**src/rtl/rdcb_pkg.sv**
```systemverilog
// Constants, register map and carrier types of the dropped-frame, indirect CSR and pause block
// Notes on behaviour
// - Count every discarded receive frame in a 32-bit tally.
// - Reading the tally returns it, then zeroes it.
// - Raise an event when the tally steps from 7FFFFFFF to 80000000.
// - Writing busy bit 31 as one starts the indirect MAC access.
// - Busy stays set during the access; clear means read data is valid.
// - Bit 30 one means read, zero means write.
// - Bits 7 to 0 pick the internal MAC register.
// - Data register feeds writes and receives read results.
// - No pause frame and no jamming while the transmitter is off.
// - High threshold in bits 23:16, units of 64 bytes, reset zero.
// - Reaching the threshold jams or pauses as bits 3 to 0 select; here pause needs bit 0 alone, bits 3 to 1 only select jamming.
// - Full duplex: one pause frame carrying the MAC pause time.
// - Half duplex: jam each matching frame for the set duration.
// - Jam length from bits 7:4; unused in full duplex.
// - Every-frame bit 0 overrides the other select bits.
package rdcb_pkg;

  localparam logic [7:0] ADDR_DROP = 8'hA0;
  localparam logic [7:0] ADDR_CMD = 8'hA4;
  localparam logic [7:0] ADDR_DATA = 8'hA8;
  localparam logic [7:0] ADDR_AFC = 8'hAC;
  localparam logic [7:0] ADDR_IRQ_STAT = 8'hC0;
  localparam logic [7:0] ADDR_IRQ_EN = 8'hC4;
  localparam logic [7:0] ADDR_IRQ_CLR = 8'hC8;

  localparam int CMD_BUSY_BIT = 31;
  localparam int CMD_DIR_BIT = 30;
  localparam logic [31:0] CMD_WR_MASK = 32'hC00000FF;
  localparam logic [31:0] AFC_WR_MASK = 32'h00FFFFFF;
  localparam int PAUSE_HIGH_THRESHOLD_LSB = 16;
  localparam int AFC_DUR_LSB = 4;
  localparam int AFC_ANY_BIT = 0;
  localparam int AFC_ADDR_BIT = 1;
  localparam int AFC_BCAST_BIT = 2;
  localparam int AFC_MCAST_BIT = 3;
  localparam int FILL_UNIT_SHIFT = 6;

  localparam logic [31:0] DROP_RESET = 32'h00000000;
  localparam logic [31:0] DATA_RESET = 32'h00000000;
  localparam logic [31:0] AFC_RESET = 32'h00000000;
  localparam logic [31:0] HALF_POINT = 32'h7FFFFFFF;

  localparam int IRQ_W = 2;
  localparam int IRQ_HALF_BIT = 0;
  localparam int IRQ_DONE_BIT = 1;

  localparam logic [1:0] RESP_OKAY = 2'h0;
  localparam logic [1:0] RESP_SLVERR = 2'h2;

  localparam int unsigned CLK_PERIOD_NS = 25;
  localparam int unsigned JAM_100_NS [16] = '{5000, 10000, 15000, 25000, 50000, 100000, 150000, 200000,
                                              250000, 300000, 350000, 400000, 450000, 500000, 550000, 600000};
  localparam int unsigned JAM_10_EXTRA_NS = 2200;

  typedef struct packed {
    logic valid;
    logic rd;
    logic [7:0] addr;
    logic [31:0] wdata;
  } rdcb_mac_req_t;

  typedef struct packed {
    logic start;
    logic mcast;
    logic bcast;
    logic addr_hit;
  } rdcb_frame_t;

  typedef enum logic {CSR_IDLE, CSR_WAIT} rdcb_csr_state_t;

endpackage : rdcb_pkg

```
**src/rtl/rdcb_top.sv**
```systemverilog
// Dropped-frame tally, indirect MAC register access and high-level flow control
`timescale 1ns/100ps
`default_nettype none
module rdcb_top #(
  parameter int FILL_W = 14,
  parameter int unsigned JAM_DIV = 1
) (
  input wire logic ref_clk_i,
  input wire logic rstn_i,
  input wire logic [7:0] s_axi_awaddr,
  input wire logic s_axi_awvalid,
  output logic s_axi_awready,
  input wire logic [31:0] s_axi_wdata,
  input wire logic [3:0] s_axi_wstrb,
  input wire logic s_axi_wvalid,
  output logic s_axi_wready,
  output logic [1:0] s_axi_bresp,
  output logic s_axi_bvalid,
  input wire logic s_axi_bready,
  input wire logic [7:0] s_axi_araddr,
  input wire logic s_axi_arvalid,
  output logic s_axi_arready,
  output logic [31:0] s_axi_rdata,
  output logic [1:0] s_axi_rresp,
  output logic s_axi_rvalid,
  input wire logic s_axi_rready,
  input wire logic rx_drop_i,
  output rdcb_pkg::rdcb_mac_req_t mac_req_o,
  input wire logic mac_ack_i,
  input wire logic [31:0] mac_rdata_i,
  input wire logic tx_enable_i,
  input wire logic full_duplex_i,
  input wire logic speed_100_i,
  input wire logic [FILL_W-1:0] rx_fill_bytes_i,
  input wire rdcb_pkg::rdcb_frame_t frame_i,
  input wire logic [15:0] pause_time_value_i,
  output logic pause_req_o,
  output logic [15:0] pause_time_o,
  output logic jam_o,
  output logic irq_o
);

  ////////////////////////////////////////////////////////////////////////////
  // Write channel capture, address and data taken in either order
  logic aw_held;
  logic w_held;
  logic [7:0] aw_addr;
  logic [31:0] w_data;
  logic [3:0] w_strb;
  logic ar_held;
  logic [7:0] ar_addr;

  wire aw_take = s_axi_awvalid && s_axi_awready;
  wire w_take = s_axi_wvalid && s_axi_wready;
  assign s_axi_awready = !aw_held && !s_axi_bvalid;
  assign s_axi_wready = !w_held && !s_axi_bvalid;
  wire [7:0] wr_addr = aw_held ? aw_addr : s_axi_awaddr;
  wire [31:0] wr_data = w_held ? w_data : s_axi_wdata;
  wire [3:0] wr_strb = w_held ? w_strb : s_axi_wstrb;
  wire wr_fire = (aw_held || aw_take) && (w_held || w_take);

  wire [31:0] byte_mask;
  genvar gb;
  generate
    for (gb = 0; gb < 4; gb++) begin : g_lane
      assign byte_mask[8*gb +: 8] = {8{wr_strb[gb]}};
    end
  endgenerate

  wire wr_drop = wr_fire && (wr_addr == rdcb_pkg::ADDR_DROP);
  wire wr_cmd = wr_fire && (wr_addr == rdcb_pkg::ADDR_CMD);
  wire wr_data_reg = wr_fire && (wr_addr == rdcb_pkg::ADDR_DATA);
  wire wr_afc = wr_fire && (wr_addr == rdcb_pkg::ADDR_AFC);
  wire wr_stat = wr_fire && (wr_addr == rdcb_pkg::ADDR_IRQ_STAT);
  wire wr_en = wr_fire && (wr_addr == rdcb_pkg::ADDR_IRQ_EN);
  wire wr_clr = wr_fire && (wr_addr == rdcb_pkg::ADDR_IRQ_CLR);
  wire wr_hit = wr_drop || wr_cmd || wr_data_reg || wr_afc || wr_stat || wr_en || wr_clr;

  always_ff @(posedge ref_clk_i or negedge rstn_i) begin
    if (!rstn_i) begin
      aw_held <= 1'b0;
      w_held <= 1'b0;
      aw_addr <= 8'h00;
      w_data <= 32'h00000000;
      w_strb <= 4'h0;
      s_axi_bvalid <= 1'b0;
      s_axi_bresp <= rdcb_pkg::RESP_OKAY;
    end else begin
      if (aw_take && !wr_fire) begin
        aw_held <= 1'b1;
        aw_addr <= s_axi_awaddr;
      end
      if (w_take && !wr_fire) begin
        w_held <= 1'b1;
        w_data <= s_axi_wdata;
        w_strb <= s_axi_wstrb;
      end
      if (wr_fire) begin
        aw_held <= 1'b0;
        w_held <= 1'b0;
        s_axi_bvalid <= 1'b1;
        s_axi_bresp <= wr_hit ? rdcb_pkg::RESP_OKAY : rdcb_pkg::RESP_SLVERR;
      end else if (s_axi_bready) begin
        s_axi_bvalid <= 1'b0;
      end
    end
  end

  ////////////////////////////////////////////////////////////////////////////
  // Read channel, one cycle from address to data
  assign s_axi_arready = !s_axi_rvalid;
  wire ar_take = s_axi_arvalid && s_axi_arready;
  wire rd_drop = ar_take && (s_axi_araddr == rdcb_pkg::ADDR_DROP);

  logic [31:0] drop_count;
  logic busy;
  logic dir_rd;
  logic [7:0] csr_addr;
  logic [31:0] csr_data;
  logic [31:0] auto_pause_config;
  logic [rdcb_pkg::IRQ_W-1:0] irq_stat;
  logic [rdcb_pkg::IRQ_W-1:0] irq_en;

  wire [31:0] cmd_view = {busy, dir_rd, 22'h000000, csr_addr};
  logic [31:0] rd_mux;
  logic rd_ok;
  always_comb begin
    rd_ok = 1'b1;
    case (s_axi_araddr)
      rdcb_pkg::ADDR_DROP: rd_mux = drop_count;
      rdcb_pkg::ADDR_CMD: rd_mux = cmd_view;
      rdcb_pkg::ADDR_DATA: rd_mux = csr_data;
      rdcb_pkg::ADDR_AFC: rd_mux = auto_pause_config;
      rdcb_pkg::ADDR_IRQ_STAT: rd_mux = {30'h00000000, irq_stat};
      rdcb_pkg::ADDR_IRQ_EN: rd_mux = {30'h00000000, irq_en};
      default: begin
        rd_mux = 32'h00000000;
        rd_ok = rdcb_pkg::ADDR_IRQ_CLR == s_axi_araddr;
      end
    endcase
  end

  always_ff @(posedge ref_clk_i or negedge rstn_i) begin
    if (!rstn_i) begin
      s_axi_rvalid <= 1'b0;
      s_axi_rdata <= 32'h00000000;
      s_axi_rresp <= rdcb_pkg::RESP_OKAY;
    end else if (ar_take) begin
      s_axi_rvalid <= 1'b1;
      s_axi_rdata <= rd_mux;
      s_axi_rresp <= rd_ok ? rdcb_pkg::RESP_OKAY : rdcb_pkg::RESP_SLVERR;
    end else if (s_axi_rready) begin
      s_axi_rvalid <= 1'b0;
    end
  end

  ////////////////////////////////////////////////////////////////////////////
  // Dropped-frame tally; a drop in the read cycle survives the clear
  wire half_cross = rx_drop_i && (drop_count == rdcb_pkg::HALF_POINT);
  wire [31:0] next_drop_count = rd_drop ? {31'h00000000, rx_drop_i}
                                        : drop_count + {31'h00000000, rx_drop_i};

  always_ff @(posedge ref_clk_i or negedge rstn_i) begin
    if (!rstn_i) begin
      drop_count <= rdcb_pkg::DROP_RESET;
    end else begin
      drop_count <= next_drop_count;
    end
  end

  ////////////////////////////////////////////////////////////////////////////
  // Indirect MAC register access
  rdcb_pkg::rdcb_csr_state_t csr_state;
  wire start_cmd = wr_cmd && !busy && wr_strb[3] && wr_data[rdcb_pkg::CMD_BUSY_BIT];
  wire csr_done = (csr_state == rdcb_pkg::CSR_WAIT) && mac_ack_i;
  wire [31:0] cmd_merge = ((cmd_view & ~byte_mask) | (wr_data & byte_mask)) & rdcb_pkg::CMD_WR_MASK;

  always_ff @(posedge ref_clk_i or negedge rstn_i) begin
    if (!rstn_i) begin
      csr_state <= rdcb_pkg::CSR_IDLE;
      busy <= 1'b0;
      dir_rd <= 1'b0;
      csr_addr <= 8'h00;
      csr_data <= rdcb_pkg::DATA_RESET;
    end else begin
      case (csr_state)
        rdcb_pkg::CSR_IDLE: begin
          // Busy writes are dropped so a running access stays coherent
          if (wr_cmd) begin
            dir_rd <= cmd_merge[rdcb_pkg::CMD_DIR_BIT];
            csr_addr <= cmd_merge[7:0];
          end
          if (wr_data_reg) begin
            csr_data <= (csr_data & ~byte_mask) | (wr_data & byte_mask);
          end
          if (start_cmd) begin
            busy <= 1'b1;
            csr_state <= rdcb_pkg::CSR_WAIT;
          end
        end
        rdcb_pkg::CSR_WAIT: begin
          if (mac_ack_i) begin
            busy <= 1'b0;
            if (dir_rd) begin
              csr_data <= mac_rdata_i;
            end
            csr_state <= rdcb_pkg::CSR_IDLE;
          end
        end
        default: csr_state <= rdcb_pkg::CSR_IDLE;
      endcase
    end
  end

  assign mac_req_o.valid = csr_state == rdcb_pkg::CSR_WAIT;
  assign mac_req_o.rd = dir_rd;
  assign mac_req_o.addr = csr_addr;
  assign mac_req_o.wdata = csr_data;

  ////////////////////////////////////////////////////////////////////////////
  // Flow control configuration and automatic pause or jam
  always_ff @(posedge ref_clk_i or negedge rstn_i) begin
    if (!rstn_i) begin
      auto_pause_config <= rdcb_pkg::AFC_RESET;
    end else if (wr_afc) begin
      auto_pause_config <= ((auto_pause_config & ~byte_mask) | (wr_data & byte_mask)) & rdcb_pkg::AFC_WR_MASK;
    end
  end

  wire [7:0] hi_level = auto_pause_config[rdcb_pkg::PAUSE_HIGH_THRESHOLD_LSB +: 8];
  wire [3:0] jam_sel = auto_pause_config[rdcb_pkg::AFC_DUR_LSB +: 4];
  wire fc_any = auto_pause_config[rdcb_pkg::AFC_ANY_BIT];
  wire [8+rdcb_pkg::FILL_UNIT_SHIFT-1:0] hi_bytes = {hi_level, 6'h00};
  wire above_hi = 32'(rx_fill_bytes_i) >= 32'(hi_bytes);
  wire frame_match = fc_any || (auto_pause_config[rdcb_pkg::AFC_MCAST_BIT] && frame_i.mcast)
                     || (auto_pause_config[rdcb_pkg::AFC_BCAST_BIT] && frame_i.bcast)
                     || (auto_pause_config[rdcb_pkg::AFC_ADDR_BIT] && frame_i.addr_hit);

  // Jam length in cycles; JAM_DIV only shortens it for simulation
  function automatic logic [15:0] jam_cycles(input logic [3:0] sel, input logic fast);
    int unsigned ns;
    ns = rdcb_pkg::JAM_100_NS[sel] + (fast ? 0 : rdcb_pkg::JAM_10_EXTRA_NS);
    return 16'(ns / rdcb_pkg::CLK_PERIOD_NS / JAM_DIV);
  endfunction : jam_cycles

  logic above_q;
  logic [15:0] jam_left;
  wire pause_fire = full_duplex_i && tx_enable_i && fc_any && above_hi && !above_q;
  wire jam_start = !full_duplex_i && tx_enable_i && frame_i.start && above_hi && frame_match;

  always_ff @(posedge ref_clk_i or negedge rstn_i) begin
    if (!rstn_i) begin
      above_q <= 1'b0;
      jam_left <= 16'h0000;
      pause_req_o <= 1'b0;
      pause_time_o <= 16'h0000;
    end else begin
      above_q <= above_hi;
      pause_req_o <= pause_fire;
      if (pause_fire) begin
        pause_time_o <= pause_time_value_i;
      end
      if (!tx_enable_i || full_duplex_i) begin
        jam_left <= 16'h0000;
      end else if (jam_start) begin
        jam_left <= jam_cycles(jam_sel, speed_100_i);
      end else if (jam_left != 16'h0000) begin
        jam_left <= jam_left - 16'h0001;
      end
    end
  end

  assign jam_o = jam_left != 16'h0000;

  ////////////////////////////////////////////////////////////////////////////
  // Interrupts; a new event outranks a clear in the same cycle
  wire [rdcb_pkg::IRQ_W-1:0] irq_set = {csr_done, half_cross};
  wire [rdcb_pkg::IRQ_W-1:0] irq_clr = wr_clr && wr_strb[0] ? wr_data[rdcb_pkg::IRQ_W-1:0] : 2'h0;

  always_ff @(posedge ref_clk_i or negedge rstn_i) begin
    if (!rstn_i) begin
      irq_stat <= 2'h0;
      irq_en <= 2'h0;
    end else begin
      irq_stat <= (irq_stat & ~irq_clr) | irq_set;
      if (wr_en && wr_strb[0]) begin
        irq_en <= wr_data[rdcb_pkg::IRQ_W-1:0];
      end
    end
  end

  assign irq_o = |(irq_stat & irq_en);

  ////////////////////////////////////////////////////////////////////////////
  // Checks
  drop_count_a: assert property (@(posedge ref_clk_i) disable iff (!rstn_i)
    !rd_drop && rx_drop_i |=> drop_count == $past(drop_count) + 32'h00000001)
    else $error("drop tally did not step");

  read_clear_a: assert property (@(posedge ref_clk_i) disable iff (!rstn_i)
    rd_drop |=> s_axi_rdata == $past(drop_count) && drop_count == {31'h00000000, $past(rx_drop_i)})
    else $error("tally read did not clear");

  half_event_a: assert property (@(posedge ref_clk_i) disable iff (!rstn_i)
    rx_drop_i && !rd_drop && drop_count == rdcb_pkg::HALF_POINT
    |=> drop_count == rdcb_pkg::HALF_POINT + 32'h00000001 && irq_stat[rdcb_pkg::IRQ_HALF_BIT])
    else $error("halfway event missing");

  start_busy_a: assert property (@(posedge ref_clk_i) disable iff (!rstn_i)
    start_cmd |=> busy && mac_req_o.valid)
    else $error("indirect access not started");

  busy_hold_a: assert property (@(posedge ref_clk_i) disable iff (!rstn_i)
    busy && !mac_ack_i |=> busy)
    else $error("busy dropped early");

  read_data_a: assert property (@(posedge ref_clk_i) disable iff (!rstn_i)
    busy && mac_ack_i && dir_rd |=> !busy && csr_data == $past(mac_rdata_i))
    else $error("read result not captured");

  dir_stable_a: assert property (@(posedge ref_clk_i) disable iff (!rstn_i)
    mac_req_o.valid && $past(mac_req_o.valid) |-> $stable(mac_req_o.rd) && $stable(mac_req_o.addr))
    else $error("request changed while busy");

  tx_off_a: assert property (@(posedge ref_clk_i) disable iff (!rstn_i)
    !tx_enable_i |=> !jam_o && !pause_req_o)
    else $error("flow control with transmitter off");

  one_pause_a: assert property (@(posedge ref_clk_i) disable iff (!rstn_i)
    pause_req_o |=> !pause_req_o)
    else $error("more than one pause frame");

  jam_len_a: assert property (@(posedge ref_clk_i) disable iff (!rstn_i)
    jam_start |=> jam_o && jam_left == jam_cycles($past(jam_sel), $past(speed_100_i)))
    else $error("jam length wrong");

  jam_fdx_a: assert property (@(posedge ref_clk_i) disable iff (!rstn_i)
    full_duplex_i |=> !jam_o)
    else $error("jam in full duplex");

  busy_clear_a: assert property (@(posedge ref_clk_i) disable iff (!rstn_i)
    busy && mac_ack_i |=> !busy && !mac_req_o.valid)
    else $error("busy not cleared on ack");

  busy_data_a: assert property (@(posedge ref_clk_i) disable iff (!rstn_i)
    busy && !mac_ack_i |=> csr_data == $past(csr_data))
    else $error("data changed while busy");

  done_event_a: assert property (@(posedge ref_clk_i) disable iff (!rstn_i)
    csr_done |=> irq_stat[rdcb_pkg::IRQ_DONE_BIT])
    else $error("done event missing");

  pause_time_a: assert property (@(posedge ref_clk_i) disable iff (!rstn_i)
    pause_fire |=> pause_req_o && pause_time_o == $past(pause_time_value_i))
    else $error("pause time not loaded");

  pause_gate_a: assert property (@(posedge ref_clk_i) disable iff (!rstn_i)
    !full_duplex_i || !fc_any |=> !pause_req_o)
    else $error("pause outside full duplex");

  afc_reserved_a: assert property (@(posedge ref_clk_i) disable iff (!rstn_i)
    auto_pause_config[31:24] == 8'h00)
    else $error("reserved config bits set");

  jam_step_a: assert property (@(posedge ref_clk_i) disable iff (!rstn_i)
    jam_o && !jam_start && tx_enable_i && !full_duplex_i |=> jam_left == $past(jam_left) - 16'h0001)
    else $error("jam count did not step");

  jam_idle_a: assert property (@(posedge ref_clk_i) disable iff (!rstn_i)
    !jam_o && !jam_start |=> !jam_o)
    else $error("jam without trigger");

  any_frame_a: assert property (@(posedge ref_clk_i) disable iff (!rstn_i)
    fc_any && frame_i.start && above_hi && tx_enable_i && !full_duplex_i |=> jam_o)
    else $error("every-frame select ignored");

endmodule : rdcb_top
`default_nettype wire

```
**config.mk**
```make
export PLATFORM = sky130hd
export DESIGN_NAME = rdcb_top
export DESIGN_NICKNAME = d
export VERILOG_FILES = /design/src/rtl/rdcb_pkg.sv /design/src/rtl/rdcb_top.sv
export SDC_FILE = /design/constraint.sdc
export NUM_CORES = 1
export LEC_CHECK = 0
export ABC_AREA = 1
export CORE_MARGIN = 4
export CORE_UTILIZATION = 59
export CTS_CLUSTER_DIAMETER = 150
export CTS_CLUSTER_SIZE = 14
export DETAILED_ROUTE_END_ITERATION = 8
export DONT_BUFFER_PORTS = 1
export GPL_TIMING_DRIVEN = 0
export MAX_ROUTING_LAYER = met4
export PLACE_DENSITY = 0.78
export SYNTH_ARGS = -nofsm -noshare
export SYNTH_HDL_FRONTEND = slang
export SYNTH_SLANG_ARGS = --single-unit
```
**constraint.sdc**
```tcl
create_clock -name ref_clk_i -period 10.1 [get_ports ref_clk_i]
set_input_delay 2.525 -clock ref_clk_i [delete_from_list [all_inputs] [get_ports ref_clk_i]]
set_output_delay 2.525 -clock ref_clk_i [all_outputs]
set_load 0.05 [all_outputs]
```
* After elaboration in Yosys (flattened, before gate mapping)
Memory sizes are Yosys's and may differ from the RTL's. Index checks and enable logic that the tools add are counted.
Storage, ports and cells: flip-flop bits (word level) 221, memory bits (read-only) 512, input bits 130, output and inout port bits 102, memories 1
Operators by class: add/sub/neg operators 3, div/mod/pow operators 1, order comparisons 2, eq/ne operators 19, mux-type cells 33, bitwise logic cells 14, reduce and logical (&&, ||, !) cells 66
Memory list:
- (no name shown) | depth 16, bits a word 32, rd ports 1, clocked after memory_dff 0, write ports 0, RTL line rdcb_top.sv:242 | ns = rdcb_pkg::JAM_100_NS[sel] + (fast ? 0 : rdcb_pkg::JAM_10_EXTRA_NS);
Operator list (number):
- 2-to-1 mux 32 bit | 7
- one-hot mux 32 bit (6 select lines) | 1
- == test 8 bit (second input constant) | 13
- AND 32 bit | 2
- one-hot mux 32 bit (2 select lines) | 1
- 2-to-1 mux 16 bit | 3
- logical AND 1 bit | 34
- adder 32 x 1 -> 32 bit | 1
- adder 32 x 12 -> 32 bit | 1
- divider 32 x 5 -> 32 bit (second input constant) | 1
- == test 32 x 31 -> 1 bit (second input constant) | 1
- inverter 32 bit | 1
- OR 32 bit | 1
- AND 31 bit | 1
- OR 31 bit | 1
- AND 24 bit | 1
- OR 24 bit | 1
- nonzero test 16 bit | 1
- subtractor 16 x 1 -> 16 bit (second input constant) | 1
- >= comparator 14 bit | 1
- 2-to-1 mux 1 bit | 13
- logical OR 1 bit | 12
- 2-to-1 mux 12 bit | 1
- zero test 1 bit | 9
- other kinds (18) | 29

* Depth between registers and ports, before layout
Gate-level depths: netlist (run 1).
depth after elaboration 13, mapped depth 101, mapped depth without buffers 101

* Worst setup path after synthesis (run 1)
Ideal clock, no wire load.
path kind input-to-reg, start point in speed_100_i, end point reg jam_left[0], arrival time 11323 ps, required time 9984 ps, setup slack -1339 ps, stages on the path 88, buffers on the path 1, path through inv_1 > ha_1 > fa_1 > nand4_1 > nor2_2 > nand2_1 > nand2_2 > nand2_1 > nand2_2 > nand3_1 > nand2_1 > nand2_2 > inv_1 > nand2_1 > nand2_1 > nand2_1 > nand2_1 > nor2_2 > (+52 left out) > inv_2 > nand3_4 > inv_2 > ha_1 > inv_1 > nand4_1 > nand3_1 > nor2_2 > nor2_4 > nand2_4 > nand2_1 > nand2_1 > nor2_1 > nand3_1 > nor2_1 > nand2_1 > nand2_1 > nand2_1
Between the ends: cells in the longest elaborated chain, start to end 5
Ends and longest elaborated chain:
- start, declared | RTL line rdcb_top.sv:33 | input wire logic speed_100_i,
- 2-to-1 mux 12 bit | RTL line rdcb_top.sv:242
- adder 32 x 12 -> 32 bit | RTL line rdcb_top.sv:242
- divider 32 x 5 -> 32 bit | RTL line rdcb_top.sv:243 | return 16'(ns / rdcb_pkg::CLK_PERIOD_NS / JAM_DIV);
- 2-to-1 mux 16 bit | RTL line rdcb_top.sv:265 | end else if (jam_start) begin
- 2-to-1 mux 16 bit | RTL line rdcb_top.sv:263 | if (!tx_enable_i || full_duplex_i) begin
- end signal, assigned | RTL line rdcb_top.sv:266 | jam_left <= jam_cycles(jam_sel, speed_100_i);
- end signal, assigned | RTL line rdcb_top.sv:268 | jam_left <= jam_left - 16'h0001;
- end, declared | RTL line rdcb_top.sv:247 | logic [15:0] jam_left;
No other way between the ends. A chain may end at the register's enable or synchronous reset.

* Worst setup path in the final report (run 1)
Ends and elaborated chain as after synthesis.

==> results.cfg, run 1 <==
[grt]
grt_pass1_vias = 16200
grt_overflow = 0
grtUsageTotal = 0.344
grt_pass1_wl_mm = 83.0
grt_max_degree = 220
antenna_found_initial = 4

[synthesis]
synthesis.area_um2 = 16100
synth.ff_latch_count = 219
ys_seq_area_frac = 0.339
synth-edff-count = 0
ys_warn_count = 0
ys.flop_type = dfrtp_1
yosysUniqueCellTypes = 67
synthCells = 2368
synthArstFlopShare = 1.00
avgSynthCellArea_um2 = 6.82

[drt]
antenna_left = 0
wl_mm = 56.9
drcViolationCount = 0
wl_per_cell_um = 19.6
viasPerCell = 6.11
dr_total_vias = 17800
drt-initial-drc-count = 1923
firstDrtPassIters = 8

[sta]
slew_headroom = 0.210
final_max_slew_viol_count = 0
tightest_slew_ns = 1.20
timing.hold.ws_ns = 0.485
fin_ws_ns = -1.96
setup_tns_ns = -5.12
finalHoldViolations = 0
period_minus_slack_ns = 12.06
finalCritPeriodShare = 1.19
setup_viol = 4
finClkSkew_ns = 0.0162
max_freq_mhz = 82.9
rsz0062_at_grt = true

[floorplan]
die_w_um = 173
coreArea_um2 = 27000
dieArea_um2 = 30100
num_rows = 60
start_util = 0.599
io_pins = 232
die_h_um = 173

[clock_network]
cts_tree = built
ctsRootBufferMaster = clkbuf_16
cts_sinks = 219
numCtsBuffers = 19
path_clk_slew_ns = 0.06
htreeDepth = 1
insertion_delay_ns = 0.51
cts_buffer_depth = 3

[placed_design]
placed_cells = 2710
port_buffers = 0
dp_hpwl_mm = 39.0
gp_congestion = 0.990

[worst_setup_path]
startpoint_type = primary input
reg2reg_slack_ns = -1.39
critPathBufInv = 10
cp_max_fo = 8
arrival_ns = 12.45
worstSetupPathType = primary input to flip-flop
crit_family = simple AND/OR/NAND/NOR gates
end_kind = flip-flop
r2r_end = jam_left[0]
crit_top_cell = nand2_4
crit_slowest_cell = ha_4
critical_path.max_stage_delay_ns = 0.28
cp.required_ns = 10.49
rr_worst_depth = 86

[run_status]
violations = setup timing
status = finished with violations

[layout]
area_growth_pct = 22.2
stdcell_count = 2903
drive_above_1_share = 0.226
nets = 2718

[worst_hold_path]
min_from = w_data[9]
hp-class = flip-flop to flip-flop
whs_path_depth = 2
holdPathEnd = w_data[9]

[job]
drv_cap = 0
[layer usage]
layer  part of all wire  GRT usage  vias up
met5                  0          -        -
met2               0.48      0.574     1067
met4              0.063      0.140        0
met3              0.090     0.0613      272
li1                   -          -     8072
met1               0.37      0.414     8340
[worst min-delay path, delay by kind of cell (launching register included)]
kind             cells  cell delay [ns]
flip-flops           1             0.34
AO/OA/AOI/OAI        1             0.06
AND/OR/NAND/NOR      1             0.05
[repair_timing]
item / 4_1_cts / 5_1_grt
buffers inserted: 108 / 57
gates cloned: 3 / 0
hold buffers: 0 / 0
pin swaps: 121 / 118
gates resized for setup: 123 / 124
endpoints found under the setup margin: 4 / 4
[cells in the final DEF, fill, tap and decap left out, types with 8 or more instances in the layout]
| cell type | Yosys | layout |
|---|---|---|
| clkbuf_1 | 46 | 46 |
| o21ai_2 | 4 | 8 |
| buf_4 | 6 | 156 |
| nor2_1 | 188 | 165 |
| inv_1 | 282 | 276 |
| inv_2 | 33 | 33 |
| nand2_4 | 14 | 47 |
| a31oi_1 | 30 | 30 |
| ha_1 | 29 | 23 |
| mux2_2 | 17 | 17 |
| nand2_1 | 700 | 614 |
| nand3_2 | 16 | 29 |
| o21ai_1 | 11 | 9 |
| buf_6 | 7 | 17 |
| o22ai_1 | 20 | 20 |
| o21ai_0 | 200 | 195 |
| nand3_4 | 4 | 27 |
| nor2_2 | 18 | 19 |
| a21oi_1 | 51 | 46 |
| nand3b_1 | 9 | 9 |
| mux2i_1 | 9 | 9 |
| nor3_1 | 36 | 36 |
| clkbuf_16 | 0 | 19 |
| nor2_4 | 16 | 38 |
| nand3_1 | 173 | 137 |
| dfrtp_1 | 219 | 219 |
| nand2_2 | 48 | 93 |
| nand4_1 | 59 | 59 |
| xor2_1 | 27 | 26 |
| a221oi_1 | 10 | 10 |
| nand2_8 | 1 | 9 |
[Yosys cell counts (all sizes together), types with 17 or more instances]
library cell / number / area [um2]
nand2: 763 / 3110
inv: 315 / 1180
nor2: 223 / 1020
dfrtp: 219 / 5480
o21ai: 217 / 1120
nand3: 193 / 1100
nand4: 66 / 483
a21oi: 53 / 273
clkbuf: 46 / 173
nor3: 39 / 223
a31oi: 30 / 188
ha: 29 / 363
xor2: 28 / 253
o22ai: 20 / 125
buf: 17 / 143
mux2: 17 / 191
[area by class of cell]
cell class              instances  area (um2)
fillers                      2004        7220
diodes                          4        10.0
flip-flops and latches        219        5480
clock buffers                  19         475
well taps                     341         427
plain buffers                  63         327
multi-input cells            1764       10400
repair buffers                167        1370
inverters                     324        1240
clock inverters                 2        16.3
[worst max-delay path by stage]
| stage | from | slack (ns) | depth (start not counted) | end |
|---|---|---|---|---|
| finish | speed_100_i | -1.96 | 82 | jam_left[0] |
| global route | speed_100_i | -2.43 | 80 | jam_left[0] |
| CTS | speed_100_i | -1.27 | 83 | jam_left[0] |
| detailed placement | speed_100_i | -2.54 | 86 | jam_left[0] |
| global placement | speed_100_i | -2.31 | 84 | jam_left[0] |
| floorplan | speed_100_i | -1.04 | 84 | jam_left[0] |
[cells by family after synthesis]
group | after synthesis | synth area share
xor gates and xnor gates | 35 | 0.0194
adders and majority gates | 30 | 0.0237
and+or+nand+nor | 1317 | 0.382
DFF | 219 | 0.339
AOI/OAI and AO/OA | 353 | 0.123
muxes | 26 | 0.0174
buffers and inverters | 387 | 0.0950
other | 1 | 0.000232
[metrics by stage]
| step | cell area [um2] | setup slack, ns | utilization |
|---|---|---|---|
| finish | 19700 | -1.96 | 0.732 |
| global route | 19700 | -2.43 | 0.732 |
| detailed placement | 16800 | -2.54 | 0.625 |
| CTS | 18700 | -1.27 | 0.694 |
| global placement | 16800 | -2.31 | 0.625 |
| floorplan | 16400 | -1.04 | - |
Power of run 1 is left out: the tool's default activity adds up to more than one toggle a clock period on the data nets, which glitch-free logic cannot reach.
==> run 2, diff against run 1 <==
--- a/config.mk
+++ b/config.mk
@@ -6,7 +6,7 @@
 export NUM_CORES = 1
 export LEC_CHECK = 0
 export ABC_AREA = 1
-export CORE_MARGIN = 4
+export CORE_MARGIN = 1
 export CORE_UTILIZATION = 59
 export CTS_CLUSTER_DIAMETER = 150
 export CTS_CLUSTER_SIZE = 14
@@ -15,6 +15,7 @@
 export GPL_TIMING_DRIVEN = 0
 export MAX_ROUTING_LAYER = met4
 export PLACE_DENSITY = 0.78
+export RECOVER_POWER = 100
 export SYNTH_ARGS = -nofsm -noshare
 export SYNTH_HDL_FRONTEND = slang
 export SYNTH_SLANG_ARGS = --single-unit
==> results.cfg, run 2 (synthesis gave the netlist of run 1 again) <==
[sta]
finalCritPeriodShare = 1.21
max_freq_mhz = 81.7
setup_viol = 4
setup_tns_ns = -6.04
period_minus_slack_ns = 12.24
finalHoldViolations = 0
slew_headroom = 0.0748
tightest_slew_ns = 1.38
rsz0062_at_grt = true
finClkSkew_ns = 0.0188
final_max_slew_viol_count = 0
fin_ws_ns = -2.14

[worst_setup_path]
arrival_ns = 12.64
cp.required_ns = 10.50
cp_max_fo = 7
startpoint_type = primary input
critical_path.max_stage_delay_ns = 0.33
rr_worst_depth = 88
crit_slowest_cell = ha_1
worstSetupPathType = primary input to flip-flop
end_kind = flip-flop
reg2reg_slack_ns = -1.67
crit_top_cell = nand2_1

[placed_design]
port_buffers = 0
gp_congestion = 0.936
dp_hpwl_mm = 38.8

[drt]
drcViolationCount = 0
drt-initial-drc-count = 1678
wl_per_cell_um = 19.0
wl_mm = 54.5
dr_total_vias = 17300
antenna_left = 0
viasPerCell = 6.00
firstDrtPassIters = 8

[floorplan]
dieArea_um2 = 28000
coreArea_um2 = 26900
start_util = 0.601
io_pins = 232
die_w_um = 167
die_h_um = 167
num_rows = 60

[clock_network]
hold_buffers = 0
path_clk_slew_ns = 0.07
htreeDepth = 1
insertion_delay_ns = 0.50
cts_sinks = 219
numCtsBuffers = 19
cts_tree = built
ctsRootBufferMaster = clkbuf_16
cts_buffer_depth = 3

[grt]
antenna_found_initial = 6
grt_pass1_vias = 15500
grt_pass1_wl_mm = 80.6
grt_max_degree = 220
grtUsageTotal = 0.370
grt_overflow = 0

[run_status]
violations = setup timing
status = finished with violations

[layout]
drive_above_1_share = 0.209
final_common_cell = nand2_1
area_growth_pct = 20.2
nets = 2687
mostFrequentLayoutCells = nand2_1, inv_1, dfrtp_1, o21ai_0, nor2_1

[job]
drv_cap = 0

[worst_hold_path]
hp-class = flip-flop to flip-flop
whs_path_depth = 2
-- run 2: final cells by class --
| cell class | count | area [um2] |
|---|---|---|
| antenna | 7 | 17.5 |
| buffer | 63 | 323 |
| clock buffer | 19 | 475 |
| clock inverter | 2 | 16.3 |
| fill | 2106 | 7470 |
| inverter | 324 | 1240 |
| multi-input combinational | 1765 | 10300 |
| sequential | 219 | 5480 |
| tap | 341 | 427 |
| timing repair buffer | 135 | 1150 |
-- run 2: worst paths after layout --
path,startpoint,to
setup / recovery,speed_100_i,jam_left[0]
hold / removal,w_data[20],w_data[20]
setup reg to reg,flip-flop,jam_left[0]
hold reg to reg,w_data[20],w_data[20]
max in group asynchronous,rstn_i,aw_held
min in group asynchronous,rstn_i,pause_time_o[13]
-- run 2: stage by stage --
step / worst slack [ns] / instance area (um2) / instances / hold WS [ns] / util
floorplan: -1.04 / 16400 / 2369 / 0.448 / -
global placement: -2.41 / 16800 / 2710 / 0.465 / 0.627
detailed placement: -2.62 / 16800 / 2710 / 0.473 / 0.627
CTS: -1.36 / 18300 / 2809 / 0.489 / 0.682
global route: -2.79 / 19400 / 2875 / 0.514 / 0.722
finish: -2.14 / 19400 / 2875 / 0.488 / 0.722
-- run 2: layer usage --
metal,vias to the layer above,routed length (um),GRT usage
met1,8172,20400,0.439
met4,0,3010,0.156
met3,208,4890,0.0782
met5,-,0,-
met2,842,26200,0.609
li1,8033,-,-
-- run 2: what timing repair did --
item                       in CTS  in global routing
resized for setup              84                145
pin swaps                      71                109
cloned                          2                  1
setup buffers                  76                 58
setup endpoints to repair       4                  4
-- run 2: worst max-delay path: cells and delay by family --
family / cells / cell delay [ns]
AOI/OAI and AO/OA: 7 / 1.07
adders and majority gates: 3 / 0.74
buffers and inverters: 17 / 1.69
and+or+nand+nor: 59 / 6.55
Power of run 2 is left out for the same reason.
